## src/rtl/nav_io_pkg.sv

```systemverilog
/*
 * Constants, encodings and register map of the navigation sensor digital I/O.
 * Assumes a 200 MHz system clock and a classic Wishbone slave with 32-bit data.
 */
// Function
// - Fix present: 1 ms pulse each second
// - Ack switch low acknowledges all active alerts
// - Overboard switch low one second: emit message
// - Speed-log output pulses last about 50 ms
// - Density 100/200/300/400 pulses per mile
// - Unacknowledged alert drives relay to open contact
// - All acknowledged or inactive: relay released
// - Serial bit rate 4800 to 115200 bps
// - Serial bit rate 38400 bps after reset
package nav_io_pkg;

  // Clock and time base
  localparam int CLK_PERIOD_NS = 5;
  localparam int NS_PER_MS     = 1000000;
  localparam int CYC_PER_MS    = NS_PER_MS / CLK_PERIOD_NS;
  localparam int MS_PER_S      = 1000;

  // Timed behaviour, counted in millisecond ticks
  localparam int PPS_WIDTH_MS  = 1;
  localparam int SLOG_WIDTH_MS = 50;
  localparam int MOB_HOLD_MS   = 1000;
  localparam int DEBOUNCE_MS   = 20;

  // Speed in hundredths of a knot; one pulse per THR of speed*density*ms
  localparam int SPEED_LSB_PER_KN = 100;
  localparam int MS_PER_HOUR      = 3600000;
  localparam logic [31:0] SLOG_THR = 32'(SPEED_LSB_PER_KN * MS_PER_HOUR);
  localparam logic [8:0]  DENS_STEP = 9'h064;

  // Serial bit rate limits and reset values of bit rate, speed and density
  localparam logic [16:0] BAUD_MIN = 17'h012c0;
  localparam logic [16:0] BAUD_MAX = 17'h1c200;
  localparam logic [16:0] BAUD_RST = 17'h09600;
  localparam logic [15:0] SPEED_RST = 16'h0000;
  localparam logic [1:0]  DENS_RST  = 2'h0;

  // Register byte offsets
  localparam logic [7:0] REG_IN_CFG  = 8'h00;
  localparam logic [7:0] REG_OUT_CFG = 8'h04;
  localparam logic [7:0] REG_SPEED   = 8'h08;
  localparam logic [7:0] REG_BAUD    = 8'h0c;
  localparam logic [7:0] REG_STATUS  = 8'h10;
  localparam logic [7:0] REG_MASK    = 8'h14;
  localparam logic [7:0] REG_STATE   = 8'h18;

  // Field positions
  localparam int OUT_DENS_LSB = 8;
  localparam int STS_ACK      = 0;
  localparam int STS_MOB      = 1;
  localparam int STS_PPS      = 2;
  localparam int STS_W        = 3;

  // Input port function, two bits per port
  typedef enum logic [1:0] {
    FN_NONE = 2'h0,
    FN_ACK  = 2'h1,
    FN_MOB  = 2'h3
  } in_fn_type;

endpackage : nav_io_pkg

```

## src/rtl/nav_sensor_digital_io.sv

```systemverilog
/*
 * Digital ports of the navigation sensor: second timing pulse, alert
 * acknowledge and overboard switch inputs, speed-log pulse outputs, alert
 * relay drive and the serial bit-rate setting, behind a Wishbone slave.
 * Assumes switch inputs are asynchronous pins; fix and alert levels come
 * from logic on clk_i.
 */
// Our own choices: the Wishbone interface to the registers and the register addresses.
`timescale 1ns/1ps
`default_nettype none
module nav_sensor_digital_io #(
  parameter int NI     = 5,
  parameter int NO     = 8,
  parameter int NA     = 8,
  parameter int MS_CYC = nav_io_pkg::CYC_PER_MS
) (
  input  wire logic          clk_i,
  input  wire logic          rst_i,
  input  wire logic          ce_i,
  input  wire logic          wb_cyc_i,
  input  wire logic          wb_stb_i,
  input  wire logic          wb_we_i,
  input  wire logic [7:0]    wb_adr_i,
  input  wire logic [3:0]    wb_sel_i,
  input  wire logic [31:0]   wb_dat_i,
  output var  logic [31:0]   wb_dat_o,
  output var  logic          wb_ack_o,
  output var  logic          irq_o,
  input  wire logic          gnss_fix_i,
  input  wire logic [NA-1:0] alert_active_i,
  input  wire logic [NI-1:0] in_port_rx_p_i,
  output var  logic          second_timing_pulse_out_o,
  output var  logic [NO-1:0] out_port_o,
  output var  logic          relay_no_o,
  output var  logic          mob_msg_o,
  output var  logic [16:0]   baud_o
);
  import nav_io_pkg::*;

  localparam int MS_W = $clog2(MS_CYC);

  typedef struct packed {
    logic [NI-1:0]       sync1;
    logic [NI-1:0]       sync2;
    logic [NI-1:0]       db;
    logic [NI-1:0][4:0]  deb_cnt;
    logic [NI-1:0][9:0]  mob_cnt;
    logic [NI-1:0]       mob_done;
    logic [MS_W-1:0]     cyc_cnt;
    logic                ms_tick;
    logic [9:0]          ms_in_s;
    logic                pps;
    logic [NA-1:0]       acked;
    logic                relay;
    logic [31:0]         acc;
    logic [5:0]          slog_cnt;
    logic                slog_on;
    logic [NO-1:0]       outp;
    logic                mob_msg;
    logic [2*NI-1:0]     in_cfg;
    logic [NO-1:0]       out_en;
    logic [1:0]          dens;
    logic [15:0]         speed;
    logic [16:0]         baud;
    logic [STS_W-1:0]    sts;
    logic [STS_W-1:0]    msk;
    logic                irq;
    logic                ack;
    logic [31:0]         rdat;
  } state_type;

  state_type s_r;
  state_type s_nxt;
  logic              ack_press;
  logic [NI-1:0]     mob_lvl;
  logic [31:0]       slog_sum;
  logic              sec_edge;

  // Byte-lane merge of a write into a register word
  function automatic logic [31:0] lane_merge(input logic [31:0] old, input logic [31:0] wd,
                                             input logic [3:0] sel);
    logic [31:0] m;
    m = {{8{sel[3]}}, {8{sel[2]}}, {8{sel[1]}}, {8{sel[0]}}};
    return (old & ~m) | (wd & m);
  endfunction : lane_merge

  // Pulses per mile from the two-bit select: 100, 200, 300 or 400
  function automatic logic [8:0] density(input logic [1:0] sel);
    return 9'(DENS_STEP * ({7'h00, sel} + 9'h001));
  endfunction : density

  // Next-state logic for the whole block
  always_comb begin
    logic        wb_go;
    logic        slog_start;
    logic [31:0] w;
    logic [STS_W-1:0] ev;
    logic [STS_W-1:0] w1c;
    in_fn_type   fn;
    wb_go      = wb_cyc_i && wb_stb_i && !s_r.ack;
    slog_start = 1'b0;
    w          = 32'h00000000;
    ev         = '0;
    w1c        = '0;
    fn         = FN_NONE;
    ack_press  = 1'b0;
    mob_lvl    = '0;
    s_nxt      = s_r;
    s_nxt.ms_tick = 1'b0;
    s_nxt.mob_msg = 1'b0;
    s_nxt.ack     = wb_go;

    // Pins pass two flops before the debouncer sees them
    s_nxt.sync1 = in_port_rx_p_i;
    s_nxt.sync2 = s_r.sync1;

    // Millisecond tick and second boundary
    if (s_r.cyc_cnt == MS_W'(MS_CYC - 1)) begin
      s_nxt.cyc_cnt = '0;
      s_nxt.ms_tick = 1'b1;
    end else begin
      s_nxt.cyc_cnt = s_r.cyc_cnt + MS_W'(1);
    end
    sec_edge = s_r.ms_tick && (s_r.ms_in_s == 10'(MS_PER_S - 1));
    if (s_r.ms_tick) begin
      s_nxt.ms_in_s = sec_edge ? 10'h000 : s_r.ms_in_s + 10'h001;
    end

    // Pulse starts on the second edge only with a fix; ends one tick later
    if (sec_edge && gnss_fix_i) begin
      s_nxt.pps = 1'b1;
    end else if (s_r.ms_tick && PPS_WIDTH_MS == 1) begin
      s_nxt.pps = 1'b0;
    end

    // Debounce: a changed level must hold for the whole debounce time
    for (int i = 0; i < NI; i++) begin
      if (s_r.sync2[i] == s_r.db[i]) begin
        s_nxt.deb_cnt[i] = 5'h00;
      end else if (s_r.ms_tick) begin
        if (s_r.deb_cnt[i] == 5'(DEBOUNCE_MS - 1)) begin
          s_nxt.db[i]      = s_r.sync2[i];
          s_nxt.deb_cnt[i] = 5'h00;
        end else begin
          s_nxt.deb_cnt[i] = s_r.deb_cnt[i] + 5'h01;
        end
      end
      fn = in_fn_type'(s_r.in_cfg[2*i +: 2]);
      // Acknowledge acts on the debounced falling edge, once per press
      if (fn == FN_ACK && s_r.db[i] && !s_nxt.db[i]) begin
        ack_press = 1'b1;
      end
      // Overboard: count held-low milliseconds, fire once, rearm on release
      if (fn == FN_MOB && !s_r.db[i]) begin
        mob_lvl[i] = 1'b1;
        if (s_r.ms_tick && !s_r.mob_done[i]) begin
          if (s_r.mob_cnt[i] == 10'(MOB_HOLD_MS - 1)) begin
            s_nxt.mob_msg     = 1'b1;
            s_nxt.mob_done[i] = 1'b1;
          end else begin
            s_nxt.mob_cnt[i] = s_r.mob_cnt[i] + 10'h001;
          end
        end
      end else begin
        s_nxt.mob_cnt[i]  = 10'h000;
        s_nxt.mob_done[i] = 1'b0;
      end
    end

    // Acknowledge state follows alert activity; a cleared alert rearms
    s_nxt.acked = (s_r.acked | (ack_press ? alert_active_i : '0)) & alert_active_i;
    s_nxt.relay = |(alert_active_i & ~s_nxt.acked);

    // Distance accumulator; threshold is one pulse interval of distance
    // Widen both factors first so the product is not cut to the speed width
    slog_sum = s_r.acc + 32'(s_r.speed) * 32'(density(s_r.dens));
    if (s_r.ms_tick) begin
      if (slog_sum >= SLOG_THR) begin
        s_nxt.acc  = slog_sum - SLOG_THR;
        slog_start = 1'b1;
      end else begin
        s_nxt.acc = slog_sum;
      end
    end
    // Restart wins; at 20 pulses/s or more the pulses merge into a level
    if (slog_start) begin
      s_nxt.slog_on  = 1'b1;
      s_nxt.slog_cnt = 6'h00;
    end else if (s_r.slog_on && s_r.ms_tick) begin
      if (s_r.slog_cnt == 6'(SLOG_WIDTH_MS - 1)) begin
        s_nxt.slog_on = 1'b0;
      end else begin
        s_nxt.slog_cnt = s_r.slog_cnt + 6'h01;
      end
    end
    s_nxt.outp = {NO{s_nxt.slog_on}} & s_r.out_en;

    // Register writes; a bit rate outside the limits is ignored
    if (wb_go && wb_we_i) begin
      unique case (wb_adr_i)
        REG_IN_CFG:  s_nxt.in_cfg = (2*NI)'(lane_merge(32'(s_r.in_cfg), wb_dat_i, wb_sel_i));
        REG_OUT_CFG: begin
          w            = lane_merge({22'h000000, s_r.dens, 8'(s_r.out_en)}, wb_dat_i, wb_sel_i);
          s_nxt.out_en = NO'(w[7:0]);
          s_nxt.dens   = w[OUT_DENS_LSB +: 2];
        end
        REG_SPEED:   s_nxt.speed = 16'(lane_merge({16'h0000, s_r.speed}, wb_dat_i, wb_sel_i));
        REG_BAUD: begin
          w = lane_merge({15'h0000, s_r.baud}, wb_dat_i, wb_sel_i);
          if (w[31:17] == 15'h0000 && w[16:0] >= BAUD_MIN && w[16:0] <= BAUD_MAX) begin
            s_nxt.baud = w[16:0];
          end
        end
        REG_STATUS:  w1c = STS_W'(lane_merge(32'h00000000, wb_dat_i, wb_sel_i));
        REG_MASK:    s_nxt.msk = STS_W'(lane_merge(32'(s_r.msk), wb_dat_i, wb_sel_i));
        default: ;
      endcase
    end

    // Sticky events; a new event wins over a clear in the same cycle
    ev[STS_ACK] = ack_press;
    ev[STS_MOB] = s_nxt.mob_msg;
    ev[STS_PPS] = sec_edge && gnss_fix_i;
    s_nxt.sts   = (s_r.sts & ~w1c) | ev;
    s_nxt.irq   = |(s_nxt.sts & s_nxt.msk);

    // Read data; unmapped addresses read zero
    unique case (wb_adr_i)
      REG_IN_CFG:  s_nxt.rdat = 32'(s_r.in_cfg);
      REG_OUT_CFG: s_nxt.rdat = {22'h000000, s_r.dens, 8'(s_r.out_en)};
      REG_SPEED:   s_nxt.rdat = {16'h0000, s_r.speed};
      REG_BAUD:    s_nxt.rdat = {15'h0000, s_r.baud};
      REG_STATUS:  s_nxt.rdat = 32'(s_r.sts);
      REG_MASK:    s_nxt.rdat = 32'(s_r.msk);
      REG_STATE:   s_nxt.rdat = {16'h0000, 4'h0, gnss_fix_i, s_r.relay, s_r.pps, s_r.slog_on, 8'(s_r.db)};
      default:     s_nxt.rdat = 32'h00000000;
    endcase
  end

  // State register; clock enable freezes everything
  always_ff @(posedge clk_i) begin
    if (rst_i) begin
      s_r       <= '0;
      s_r.db    <= '1;        // Open switches idle high
      s_r.sync1 <= '1;
      s_r.sync2 <= '1;
      s_r.baud  <= BAUD_RST;
      s_r.speed <= SPEED_RST;
      s_r.dens  <= DENS_RST;
    end else if (ce_i) begin
      s_r <= s_nxt;
    end
  end

  // Outputs straight from the state flops
  assign wb_dat_o                  = s_r.rdat;
  assign wb_ack_o                  = s_r.ack;
  assign irq_o                     = s_r.irq;
  assign second_timing_pulse_out_o = s_r.pps;
  assign out_port_o                = s_r.outp;
  assign relay_no_o                = s_r.relay;
  assign mob_msg_o                 = s_r.mob_msg;
  assign baud_o                    = s_r.baud;
endmodule : nav_sensor_digital_io
`default_nettype wire

```

## config.mk

```make
export PLATFORM = sky130hd
export DESIGN_NAME = nav_sensor_digital_io
export DESIGN_NICKNAME = d
export VERILOG_FILES = /design/src/rtl/nav_io_pkg.sv /design/src/rtl/nav_sensor_digital_io.sv
export SDC_FILE = /design/constraint.sdc
export NUM_CORES = 1
export LEC_CHECK = 0
export BUFFER_PORTS_ARGS = -buffer_cell sky130_fd_sc_hd__buf_2
export CORE_ASPECT_RATIO = 1.4
export CORE_UTILIZATION = 62
export DETAILED_ROUTE_END_ITERATION = 12
export GPL_ROUTABILITY_DRIVEN = 0
export PLACE_DENSITY = 0.82
export SKIP_CTS_REPAIR_TIMING = 1
export SYNTH_ARGS = -nofsm -noshare
export SYNTH_HDL_FRONTEND = slang
export SYNTH_SLANG_ARGS = --single-unit
```

## constraint.sdc

```tcl
create_clock -name clk_i -period 13.4 [get_ports clk_i]
set_input_delay 0.67 -clock clk_i [delete_from_list [all_inputs] [get_ports clk_i]]
set_output_delay 0.67 -clock clk_i [all_outputs]
set_load 0.02 [all_outputs]
```

==> metrics.md, run 1 <==
| Metric | Value |
|---|---|
| Primary FF master, synth | `dfxtp_1` |
| Switching power | `0.000355 W` |
| Vias in the first global route | `15111` |
| Ys async rst share | `0%` |
| Rel. slew slack | `17.0%` |
| Crit Path Class | `reg -> reg` |
| CP max-delay cell | `xnor2_1` |
| Worst setup EP type | `register` |
| Placed Cells | `2546` |
| Clock Tree Buf Depth | `3` |
| Tmin final | `10.60 ns` |
| Hold Vio Cnt, Final | `0` |
| Critical Path AT | `11.02 ns` |
| Power consumption | `0.00156 W` |
| Post-synth EDFFs | `0` |
| # IOs | `126` |
| Layout cell share with drive strength beyond 1 | `9.66%` |
| Worst Setup Start Kind | `register` |
| Mapped Cells | `2187` |
| Initial Util | `62.9%` |
| IO buf count | `110` |
| # DRC | `0` |
| Post-synthesis cell type count | `99` |
| CTS tree | `yes` |
| Synthesized area per cell | `8.14 µm²` |
| Cell with the most instances on the worst path | `fa_1` |
| Hpwl dp | `32.1 mm` |
| Max cap viols | `0` |
| Comb power frac | `4.2%` |
| CTS clk-pin slew, worst paths | `0.07 ns` |
| Hold Path Origin | `in_port_rx_p_i[3]` |
| Total Routing Usage GR | `29.2%` |
| Routed Antenna Nets | `0` |
| Peak Freq | `94.4 MHz` |
| TNS Setup | `0 ns` |
| Die Span X | `145 µm` |
| CTS Buf Count | `26` |
| Slowest cell delay on critical path | `1.04 ns` |
| Finished Layout Cells | `2593` |
| H-Tree Depth | `1` |
| Leak pwr | `8.14 nW` |
| Tcrit/Tclk final | `79.1%` |
| Drt first pass iters | `7` |
| Post-Route WL | `44.0 mm` |
| Internal reg-to-reg setup slack | `2.80 ns` |
| Internal power | `0.00121 W` |
| CORE AREA | `28300 µm²` |
| Sw Share | `22.7%` |
| Crit path max-delay family | `adder cells` |
| Vias | `15642` |
| CP required | `13.82 ns` |
| GRT overflow | `0` |
| Routed vias/inst | `6.03` |
| Synthesized area | `17800 µm²` |
| 1st-iter DRT viols | `918` |
| Synth warn | `0` |
| Pins Over Slew Limit | `0` |
| Filler cell count in the final layout | `2286` |
| Placed cell areas | `18100 µm²` |
| Wire length per cell | `17.0 µm` |
| Largest net degree at the start of global routing | `107` |
| Pwr dens | `82.4 nW/µm²` |
| Status | `complete, no violations` |
| Die Y-Extent | `202 µm` |
| Die area | `29400 µm²` |
| Synthesis-stage register bit count | `258` |
| Clock root buffer | `clkbuf_16` |
| Buf/Inv on CP | `4` |
| Hold crit path type | `in -> reg` |
| Layout Area Growth over Synthesis | `6.58%` |
| Clock skew | `0.0164 ns` |
| RSZ-0062 raised after global routing | `no` |
| Maximum VDD drop | `129 µV` |
| Antenna violations before repair | `3` |
| Net count, final | `2417` |
| Sequential Power Share | `49.5%` |
| Finish-stage setup viols | `0` |
| Cell Rows | `73` |
| Clk pwr share | `46.3%` |
| CP Max Fanout | `19` |
| # clock sinks | `258` |
| Worst slew pin tran | `1.24 ns` |
| Worst skew pair latency | `0.54 ns` |
| Post-synthesis sequential area ratio | `29.0%` |
| First-pass GRT wire length | `71.7 mm` |
| Cell area after layout | `19000 µm²` |
worst register-to-register path: cells and delay by family (launching register included):
kind,cells,cell delay [ns]
flops,1,0.50
buf+inv,4,0.76
fa+ha+maj,7,3.32
simple gates,6,1.01
xor+xnor,2,1.23
compound gates,13,2.94
mux,2,0.73
cell type report:
| type | instances | area [µm²] | share of cell area [%] |
|---|---|---|---|
| Multi-Input combinational cell | 1656 | 11400 | 59.9 |
| Sequential cell | 258 | 5160 | 27.2 |
| Clock buffer | 39 | 781 | 4.12 |
| Timing Repair Buffer | 116 | 602 | 3.17 |
| Inverter | 141 | 529 | 2.79 |
| Tap cell | 375 | 469 | 2.47 |
| Clock inverter | 5 | 58.8 | 0.310 |
| Antenna cell | 3 | 7.51 | 0.0396 |
placed cells by master, fill, tap and decap left out, drive strengths merged, types with 13 or more instances in the layout:
master / Yosys / layout
inv: 140 / 140
a22oi: 16 / 16
or3: 31 / 31
nand3b: 14 / 14
xor2: 53 / 53
nor3: 40 / 40
dfxtp: 258 / 258
clkbuf: 68 / 39
mux2i: 61 / 61
nand2: 207 / 207
nand2b: 24 / 24
a211o: 16 / 16
conb: 1 / 15
nor2: 295 / 295
o21ai: 77 / 77
ha: 84 / 84
and2: 64 / 64
a21oi: 146 / 146
a211oi: 22 / 22
xnor2: 60 / 60
a221oi: 13 / 13
and3: 30 / 30
fa: 70 / 70
nand4: 26 / 26
nand3: 75 / 75
nor2b: 29 / 29
buf: 78 / 116
kinds of logic after synthesis:
kind of cell    after synthesis  share of synthesized area [%]
xor+xnor                    113                           5.56
fa+ha+maj                   154                           13.8
flops                       258                           29.0
other cells                   1                         0.0211
buf+inv                     287                           7.51
mux                          72                           4.32
compound gates              411                           15.7
simple gates                891                           24.1
worst paths after layout:
check / end / depth (start not counted)
worst min register to register: s_r[116] / 2
worst max register to register: s_r[140] / 34
worst min-delay path: s_nxt[268] / 2
worst max-delay path: s_r[140] / 34
power groups by stage:
stage               Sequential, W  Clock, W  Combinational (W)
detailed placement       0.000791         0          0.0000638
global route             0.000773  0.000762          0.0000707
floorplan                0.000790         0          0.0000445
finish                   0.000774  0.000724          0.0000655
global placement         0.000791         0          0.0000627
CTS                      0.000773  0.000735          0.0000642
routing by layer:
metal	up-vias	part of all wire (%)	wire [µm]	GRT usage, %
li1	7491	-	-	-
met1	7506	39	17200	33.6
met2	516	51	22400	53.2
met3	129	5.9	2580	3.66
met4	0	4.3	1880	14.1
met5	-	0	0	0
cell usage after synthesis (8+ instances only):
library cell,number,area [µm²]
nor4_1,12,75.1
and3_1,29,181
a221oi_1,13,114
a21o_1,11,82.6
buf_1,12,45.0
nand2_1,206,773
a211oi_1,18,135
fa_1,70,1400
nor2_1,295,1110
or2_2,9,56.3
nand2b_1,23,144
clkbuf_1,68,255
a31oi_1,8,50.1
nand4_1,26,163
and2_1,62,388
xor2_1,53,464
nand3_1,74,370
xnor2_1,60,526
nor3_1,38,190
mux2i_1,61,611
o21ai_0,69,345
nor2b_1,29,181
or3_1,31,194
o211ai_1,9,67.6
nand3b_1,14,105
ha_1,84,1050
a22oi_1,16,120
a211o_1,16,140
a21oi_1,142,711
inv_1,140,526
buf_4,58,435
dfxtp_1,258,5160
metrics by stage:
stage / hold slack [ns] / util [%] / setup WS (ns)
4_1_cts: 0.327 / 67.0 / 3.01
3_5_place_dp: 0.452 / 64.0 / 3.09
5_1_grt: 0.332 / 67.0 / 2.14
6_report: 0.349 / 67.0 / 2.80
2_1_floorplan: 0.431 / - / 4.72
3_3_place_gp: 0.444 / 64.0 / 3.50
No activity file was read; power rests on OpenSTA's default activity.
==> run 2: changes to the inputs <==
==> constraint.sdc (replaced) <==
create_clock -name clk_i -period 10 [get_ports clk_i]
set_input_delay 0.5 -clock clk_i [delete_from_list [all_inputs] [get_ports clk_i]]
set_output_delay 0.5 -clock clk_i [all_outputs]
set_load 0.02 [all_outputs]
==> metrics.md, run 2 (same netlist as run 1, synthesis figures left out) <==
| Metric | Value |
|---|---|
| Status | `complete, no violations (unchanged)` |
| Slowest cell delay on critical path | `0.54 ns (was 1.04 ns)` |
| Crit Path Class | `reg -> reg (unchanged)` |
| Pins Over Slew Limit | `0 (unchanged)` |
| Layout cell share with drive strength beyond 1 | `10.3% (was 9.66%)` |
| Largest net degree at the start of global routing | `127 (was 107)` |
| # DRC | `0 (unchanged)` |
| Routed Antenna Nets | `0 (unchanged)` |
| Cell area after layout | `19100 µm² (was 19000 µm²)` |
| Buf/Inv on CP | `4 (unchanged)` |
| Rel. slew slack | `32.7% (was 17.0%)` |
| Drt first pass iters | `7 (unchanged)` |
| CP required | `10.44 ns (was 13.82 ns)` |
| Tcrit/Tclk final | `91.8% (was 79.1%)` |
| GRT overflow | `0 (unchanged)` |
| Layout Area Growth over Synthesis | `7.35% (was 6.58%)` |
| Worst slew pin tran | `1.00 ns (was 1.24 ns)` |
| Cell Rows | `73 (unchanged)` |
| Hold crit path type | `in -> reg (unchanged)` |
| Placed Cells | `2551 (was 2546)` |
| Die Span X | `145 µm (unchanged)` |
| Peak Freq | `109 MHz (was 94.4 MHz)` |
| CTS tree | `yes (unchanged)` |
| Initial Util | `62.9% (unchanged)` |
| Finish-stage setup viols | `0 (unchanged)` |
| Pwr dens | `113 nW/µm² (was 82.4 nW/µm²)` |
| RSZ-0062 raised after global routing | `no (unchanged)` |
| Leak pwr | `8.20 nW (was 8.14 nW)` |
| Min-Delay Path Depth | `2 (unchanged)` |
| Clock Tree Buf Depth | `3 (unchanged)` |
| First-pass GRT wire length | `72.5 mm (was 71.7 mm)` |
| CP max-delay cell | `fa_1 (was xnor2_1)` |
| Wire length per cell | `17.1 µm (was 17.0 µm)` |
| Total Routing Usage GR | `29.5% (was 29.2%)` |
| Routed vias/inst | `6.06 (was 6.03)` |
| CTS Buf Count | `27 (was 26)` |
| Crit path max-delay family | `compound AO/OA/AOI/OAI gates (was adder cells)` |
| Commonest non-fill, non-tap cells in the layout | `nor2_1, dfxtp_1, nand2_1 (unchanged)` |
| Cell with the most instances on the worst path | `fa_1 (unchanged)` |
| Commonest non-fill, non-tap cell in the layout | `nor2_1 (unchanged)` |
| Placed cell areas | `18200 µm² (was 18100 µm²)` |
| Maximum VDD drop | `204 µV (was 129 µV)` |
| Reg2Reg Depth | `34 (unchanged)` |
| 1st-iter DRT viols | `1002 (was 918)` |
| # clock sinks | `258 (unchanged)` |
| Hold Vio Cnt, Final | `0 (unchanged)` |
| Hold Slack | `0.157 ns (was 0.349 ns)` |
| Worst setup EP type | `register (unchanged)` |
| Filler cell count in the final layout | `2305 (was 2286)` |
| Die Y-Extent | `202 µm (unchanged)` |
| Hpwl dp | `31.7 mm (was 32.1 mm)` |
| Vias | `15758 (was 15642)` |
| Worst skew pair latency | `0.56 ns (was 0.54 ns)` |
| Finished Core Util | `67.5% (was 67.0%)` |
| Total stage count of the critical path | `34 (unchanged)` |
| Max cap viols | `0 (unchanged)` |
| Finished Layout Cells | `2602 (was 2593)` |
| CP Max Fanout | `16 (was 19)` |
| H-Tree Depth | `1 (unchanged)` |
| Antenna violations before repair | `2 (was 3)` |
| CTS clk-pin slew, worst paths | `0.06 ns (was 0.07 ns)` |
| Clock skew | `0.0152 ns (was 0.0164 ns)` |
| Vias in the first global route | `15425 (was 15111)` |
| Clock root buffer | `clkbuf_16 (unchanged)` |
| # IOs | `126 (unchanged)` |
| Tmin final | `9.18 ns (was 10.60 ns)` |
| CORE AREA | `28300 µm² (unchanged)` |
| TNS Setup | `0 ns (unchanged)` |
| Die area | `29400 µm² (unchanged)` |
| Post-Route WL | `44.4 mm (was 44.0 mm)` |
| Critical Path AT | `9.62 ns (was 11.02 ns)` |
| Worst Setup Start Kind | `register (unchanged)` |
| Net count, final | `2424 (was 2417)` |
| IO buf count | `110 (unchanged)` |
run 2: changes by cell type in the layout (fill, tap and decap cells not counted), sizes merged, moves of 2 or more:
| cell | previous run | this run |
|---|---|---|
| buf | 116 | 121 |
| inv | 140 | 142 |
| clkinv | 3 | 6 |
| clkbuf | 39 | 34 |
| bufinv | 1 | 3 |
run 2: worst reg2reg max path, delay by kind of cell, from the launching register on:
kind                     cells  cell delay [ns]
AND/OR/NAND/NOR              7             1.65
multiplexers                 1             0.39
buffers and inverters        4             0.46
flip-flops                   1             0.50
adder cells (fa/ha/maj)      7             2.83
AO/OA/AOI/OAI               13             3.01
XOR/XNOR                     2             0.25
run 2: path summary, 6_finish.rpt:
kind	start	endpoint	slack (ns)
worst max-delay path	register	s_r[131]	0.82
worst min-delay path	in_port_rx_p_i[3]	s_nxt[268]	0.16
worst max register to register	register	s_r[131]	0.82
worst min register to register	s_r[114]	s_r[114]	0.46
run 2: cell type report:
cell class / count / area (µm²) / share of cell area [%]
clock inverter: 13 / 161 / 0.845
tap: 375 / 469 / 2.46
sequential: 258 / 5160 / 27.0
clock buffer: 34 / 752 / 3.94
timing repair buffer: 121 / 639 / 3.35
antenna: 3 / 7.51 / 0.0393
inverter: 141 / 529 / 2.77
multi-input combinational: 1657 / 11400 / 59.6
run 2: through the flow:
stage | setup slack (ns) | power [W]
global route | 0.0190 | 0.00223
CTS | 0.423 | 0.00218
finish | 0.823 | 0.00217
detailed placement | 0.470 | 0.00115
floorplan | 1.32 | 0.00112
global placement | 0.814 | 0.00114
run 2: layer usage:
layer  wire length [µm]  vias to the layer above  track usage, %  part of all wire, %
met1              17200                     7601            33.3                   39
li1                   -                     7517               -                    -
met2              22900                      505            54.8                   52
met4               1800                        0            13.8                  4.1
met3               2500                      135            3.78                  5.6
met5                  0                        -               0                    0
run 2: power by group:
group | switching [W] | leakage [nW] | internal (W)
combinational | 0.0000623 | 5.68 | 0.0000257
sequential | 0.00000466 | 2.08 | 0.00103
clock | 0.000433 | 0.444 | 0.000610
==> run 3: changes to the inputs <==
--- a/config.mk
+++ b/config.mk
@@ -10,7 +10,8 @@
 export CORE_UTILIZATION = 62
 export DETAILED_ROUTE_END_ITERATION = 12
 export GPL_ROUTABILITY_DRIVEN = 0
-export PLACE_DENSITY = 0.82
+export GPL_TIMING_DRIVEN = 0
+export PLACE_DENSITY = 0.87
 export SKIP_CTS_REPAIR_TIMING = 1
 export SYNTH_ARGS = -nofsm -noshare
 export SYNTH_HDL_FRONTEND = slang
==> metrics.md, run 3 (same netlist as run 1, synthesis figures left out) <==
| Metric | Value |
|---|---|
| Crit Path Class | `reg -> reg (unchanged)` |
| Finished Core Util | `70.1% (was 67.5%)` |
| H-Tree Depth | `1 (unchanged)` |
| Post-Route WL | `49.1 mm (was 44.4 mm)` |
| Tmin final | `9.53 ns (was 9.18 ns)` |
| Placed cell areas | `18800 µm² (was 18200 µm²)` |
| Die area | `29400 µm² (unchanged)` |
| Worst slew pin tran | `0.897 ns (was 1.00 ns)` |
| # IOs | `126 (unchanged)` |
| Routed Antenna Nets | `0 (unchanged)` |
| Pins Over Slew Limit | `0 (unchanged)` |
| Initial Util | `62.9% (unchanged)` |
| Peak Freq | `105 MHz (was 109 MHz)` |
| Commonest non-fill, non-tap cell in the layout | `nor2_1 (unchanged)` |
| Status | `complete, no violations (unchanged)` |
| Cell with the most instances on the worst path | `fa_1 (unchanged)` |
| Total Routing Usage GR | `32.9% (was 29.5%)` |
| Cell area after layout | `19900 µm² (was 19100 µm²)` |
| First-pass GRT wire length | `79.5 mm (was 72.5 mm)` |
| Drt first pass iters | `9 (was 7)` |
| # clock sinks | `258 (unchanged)` |
| Antenna violations before repair | `0 (was 2)` |
| Clock Tree Buf Depth | `3 (unchanged)` |
| Vias | `16654 (was 15758)` |
| CORE AREA | `28300 µm² (unchanged)` |
| Routed vias/inst | `6.10 (was 6.06)` |
| Internal reg-to-reg setup slack | `0.47 ns (was 0.82 ns)` |
| Die Span X | `145 µm (unchanged)` |
| Worst Setup Start Kind | `register (unchanged)` |
| GRT overflow | `0 (unchanged)` |
| Area occupied by multi-input gates | `11400 µm² (about the same)` |
| Filler cell count in the final layout | `2153 (was 2305)` |
| Worst setup EP type | `register (unchanged)` |
| CTS clk-pin slew, worst paths | `0.06 ns (about the same)` |
| CP Max Fanout | `12 (was 16)` |
| CTS tree | `yes (unchanged)` |
| Die Y-Extent | `202 µm (unchanged)` |
| Critical Path AT | `9.95 ns (was 9.62 ns)` |
| Layout Area Growth over Synthesis | `11.6% (was 7.35%)` |
| Worst skew pair latency | `0.54 ns (was 0.56 ns)` |
| Finished Layout Cells | `2728 (was 2602)` |
| Storage cell area | `5170 µm² (was 5160 µm²)` |
| Net count, final | `2554 (was 2424)` |
| Commonest non-fill, non-tap cells in the layout | `nor2_1, dfxtp_1, nand2_1 (unchanged)` |
| Hold Vio Cnt, Final | `0 (unchanged)` |
| Hpwl dp | `37.0 mm (was 31.7 mm)` |
| Slowest cell delay on critical path | `0.54 ns (about the same)` |
| Layout cell share with drive strength beyond 1 | `12.4% (was 10.3%)` |
| Clock skew | `0.0139 ns (was 0.0152 ns)` |
| Vias in the first global route | `16862 (was 15425)` |
| Placed Cells | `2680 (was 2551)` |
| IO buf count | `104 (was 110)` |
| Leak pwr | `8.61 nW (was 8.20 nW)` |
| Finish-stage setup viols | `0 (unchanged)` |
| CP required | `10.42 ns (was 10.44 ns)` |
| Max cap viols | `0 (unchanged)` |
| Maximum VDD drop | `179 µV (was 204 µV)` |
| CP max-delay cell | `fa_1 (unchanged)` |
| Largest net degree at the start of global routing | `15 (was 127)` |
| CTS Buf Count | `27 (unchanged)` |
| Hold crit path type | `in -> reg (unchanged)` |
| Rel. slew slack | `40.2% (was 32.7%)` |
| 1st-iter DRT viols | `1276 (was 1002)` |
| # DRC | `0 (unchanged)` |
| Cell Rows | `73 (unchanged)` |
| Tcrit/Tclk final | `95.3% (was 91.8%)` |
| Clock root buffer | `clkbuf_16 (unchanged)` |
| Pwr dens | `110 nW/µm² (was 113 nW/µm²)` |
| Diode count | `0 (was 3)` |
| Wire length per cell | `18.0 µm (was 17.1 µm)` |
## run 3: changes by cell type in the layout (fill, tap and decap cells not counted), moves of 3 or more
cell       before  now
buf_4          11   61
clkinv_2        4    1
clkbuf_8        5    9
buf_6           1    5
diode_2         3    0
buf_1           0   11
a2111oi_1       3    0
clkbuf_1        2   68
## run 3: worst paths after layout
kind                     startpoint          to  depth (start not counted)
hold reg to reg          s_nxt[267]    s_r[267]                          1
setup / recovery           register    s_r[138]                         36
hold / removal    in_port_rx_p_i[2]  s_nxt[267]                          2
setup reg to reg           register    s_r[138]                         36
## run 3: through the flow
stage | TNS, ns | power [W] | setup slack (ns) | hold slack [ns]
floorplan | 0 | 0.00112 | 1.32 | 0.431
global placement | -10.44 | 0.00116 | -0.410 | 0.441
detailed placement | -12.08 | 0.00116 | -0.453 | 0.448
CTS | -14.16 | 0.00218 | -0.503 | 0.163
global route | -0.714 | 0.00224 | -0.0817 | 0.196
finish | 0 | 0.00218 | 0.469 | 0.176
## run 3: worst max-delay path, delay by kind of cell (launching register included)
family,cells,cell delay [ns]
flops,1,0.44
buf+inv,6,1.02
compound gates,14,2.82
mux,2,0.69
simple gates,5,0.83
xor+xnor,2,0.56
fa+ha+maj,7,3.03
## run 3: layout make-up
class                           count  area share (%)
Clock inverter                      6           0.466
Tap cell                          375            2.36
Buffer                            145            4.10
Sequential cell                   258            26.0
Inverter                          141            2.67
Clock buffer                       40            4.10
Multi-Input combinational cell   1656            57.6
Timing Repair Buffer              107            2.73
## run 3: where the power goes
part / switching (W) / total (W) / internal [W]
Sequential: 0.00000434 / 0.00104 / 0.00103
Combinational: 0.0000763 / 0.000108 / 0.0000320
Clock: 0.000425 / 0.00104 / 0.000613
## run 3: per-layer routing
metal | global-route usage (%) | routed length [µm] | vias up
met5 | 0 | 0 | -
met4 | 23.8 | 3670 | 0
met3 | 4.20 | 3280 | 240
met2 | 58.9 | 24100 | 771
met1 | 35.7 | 18100 | 7886
li1 | - | - | 7757
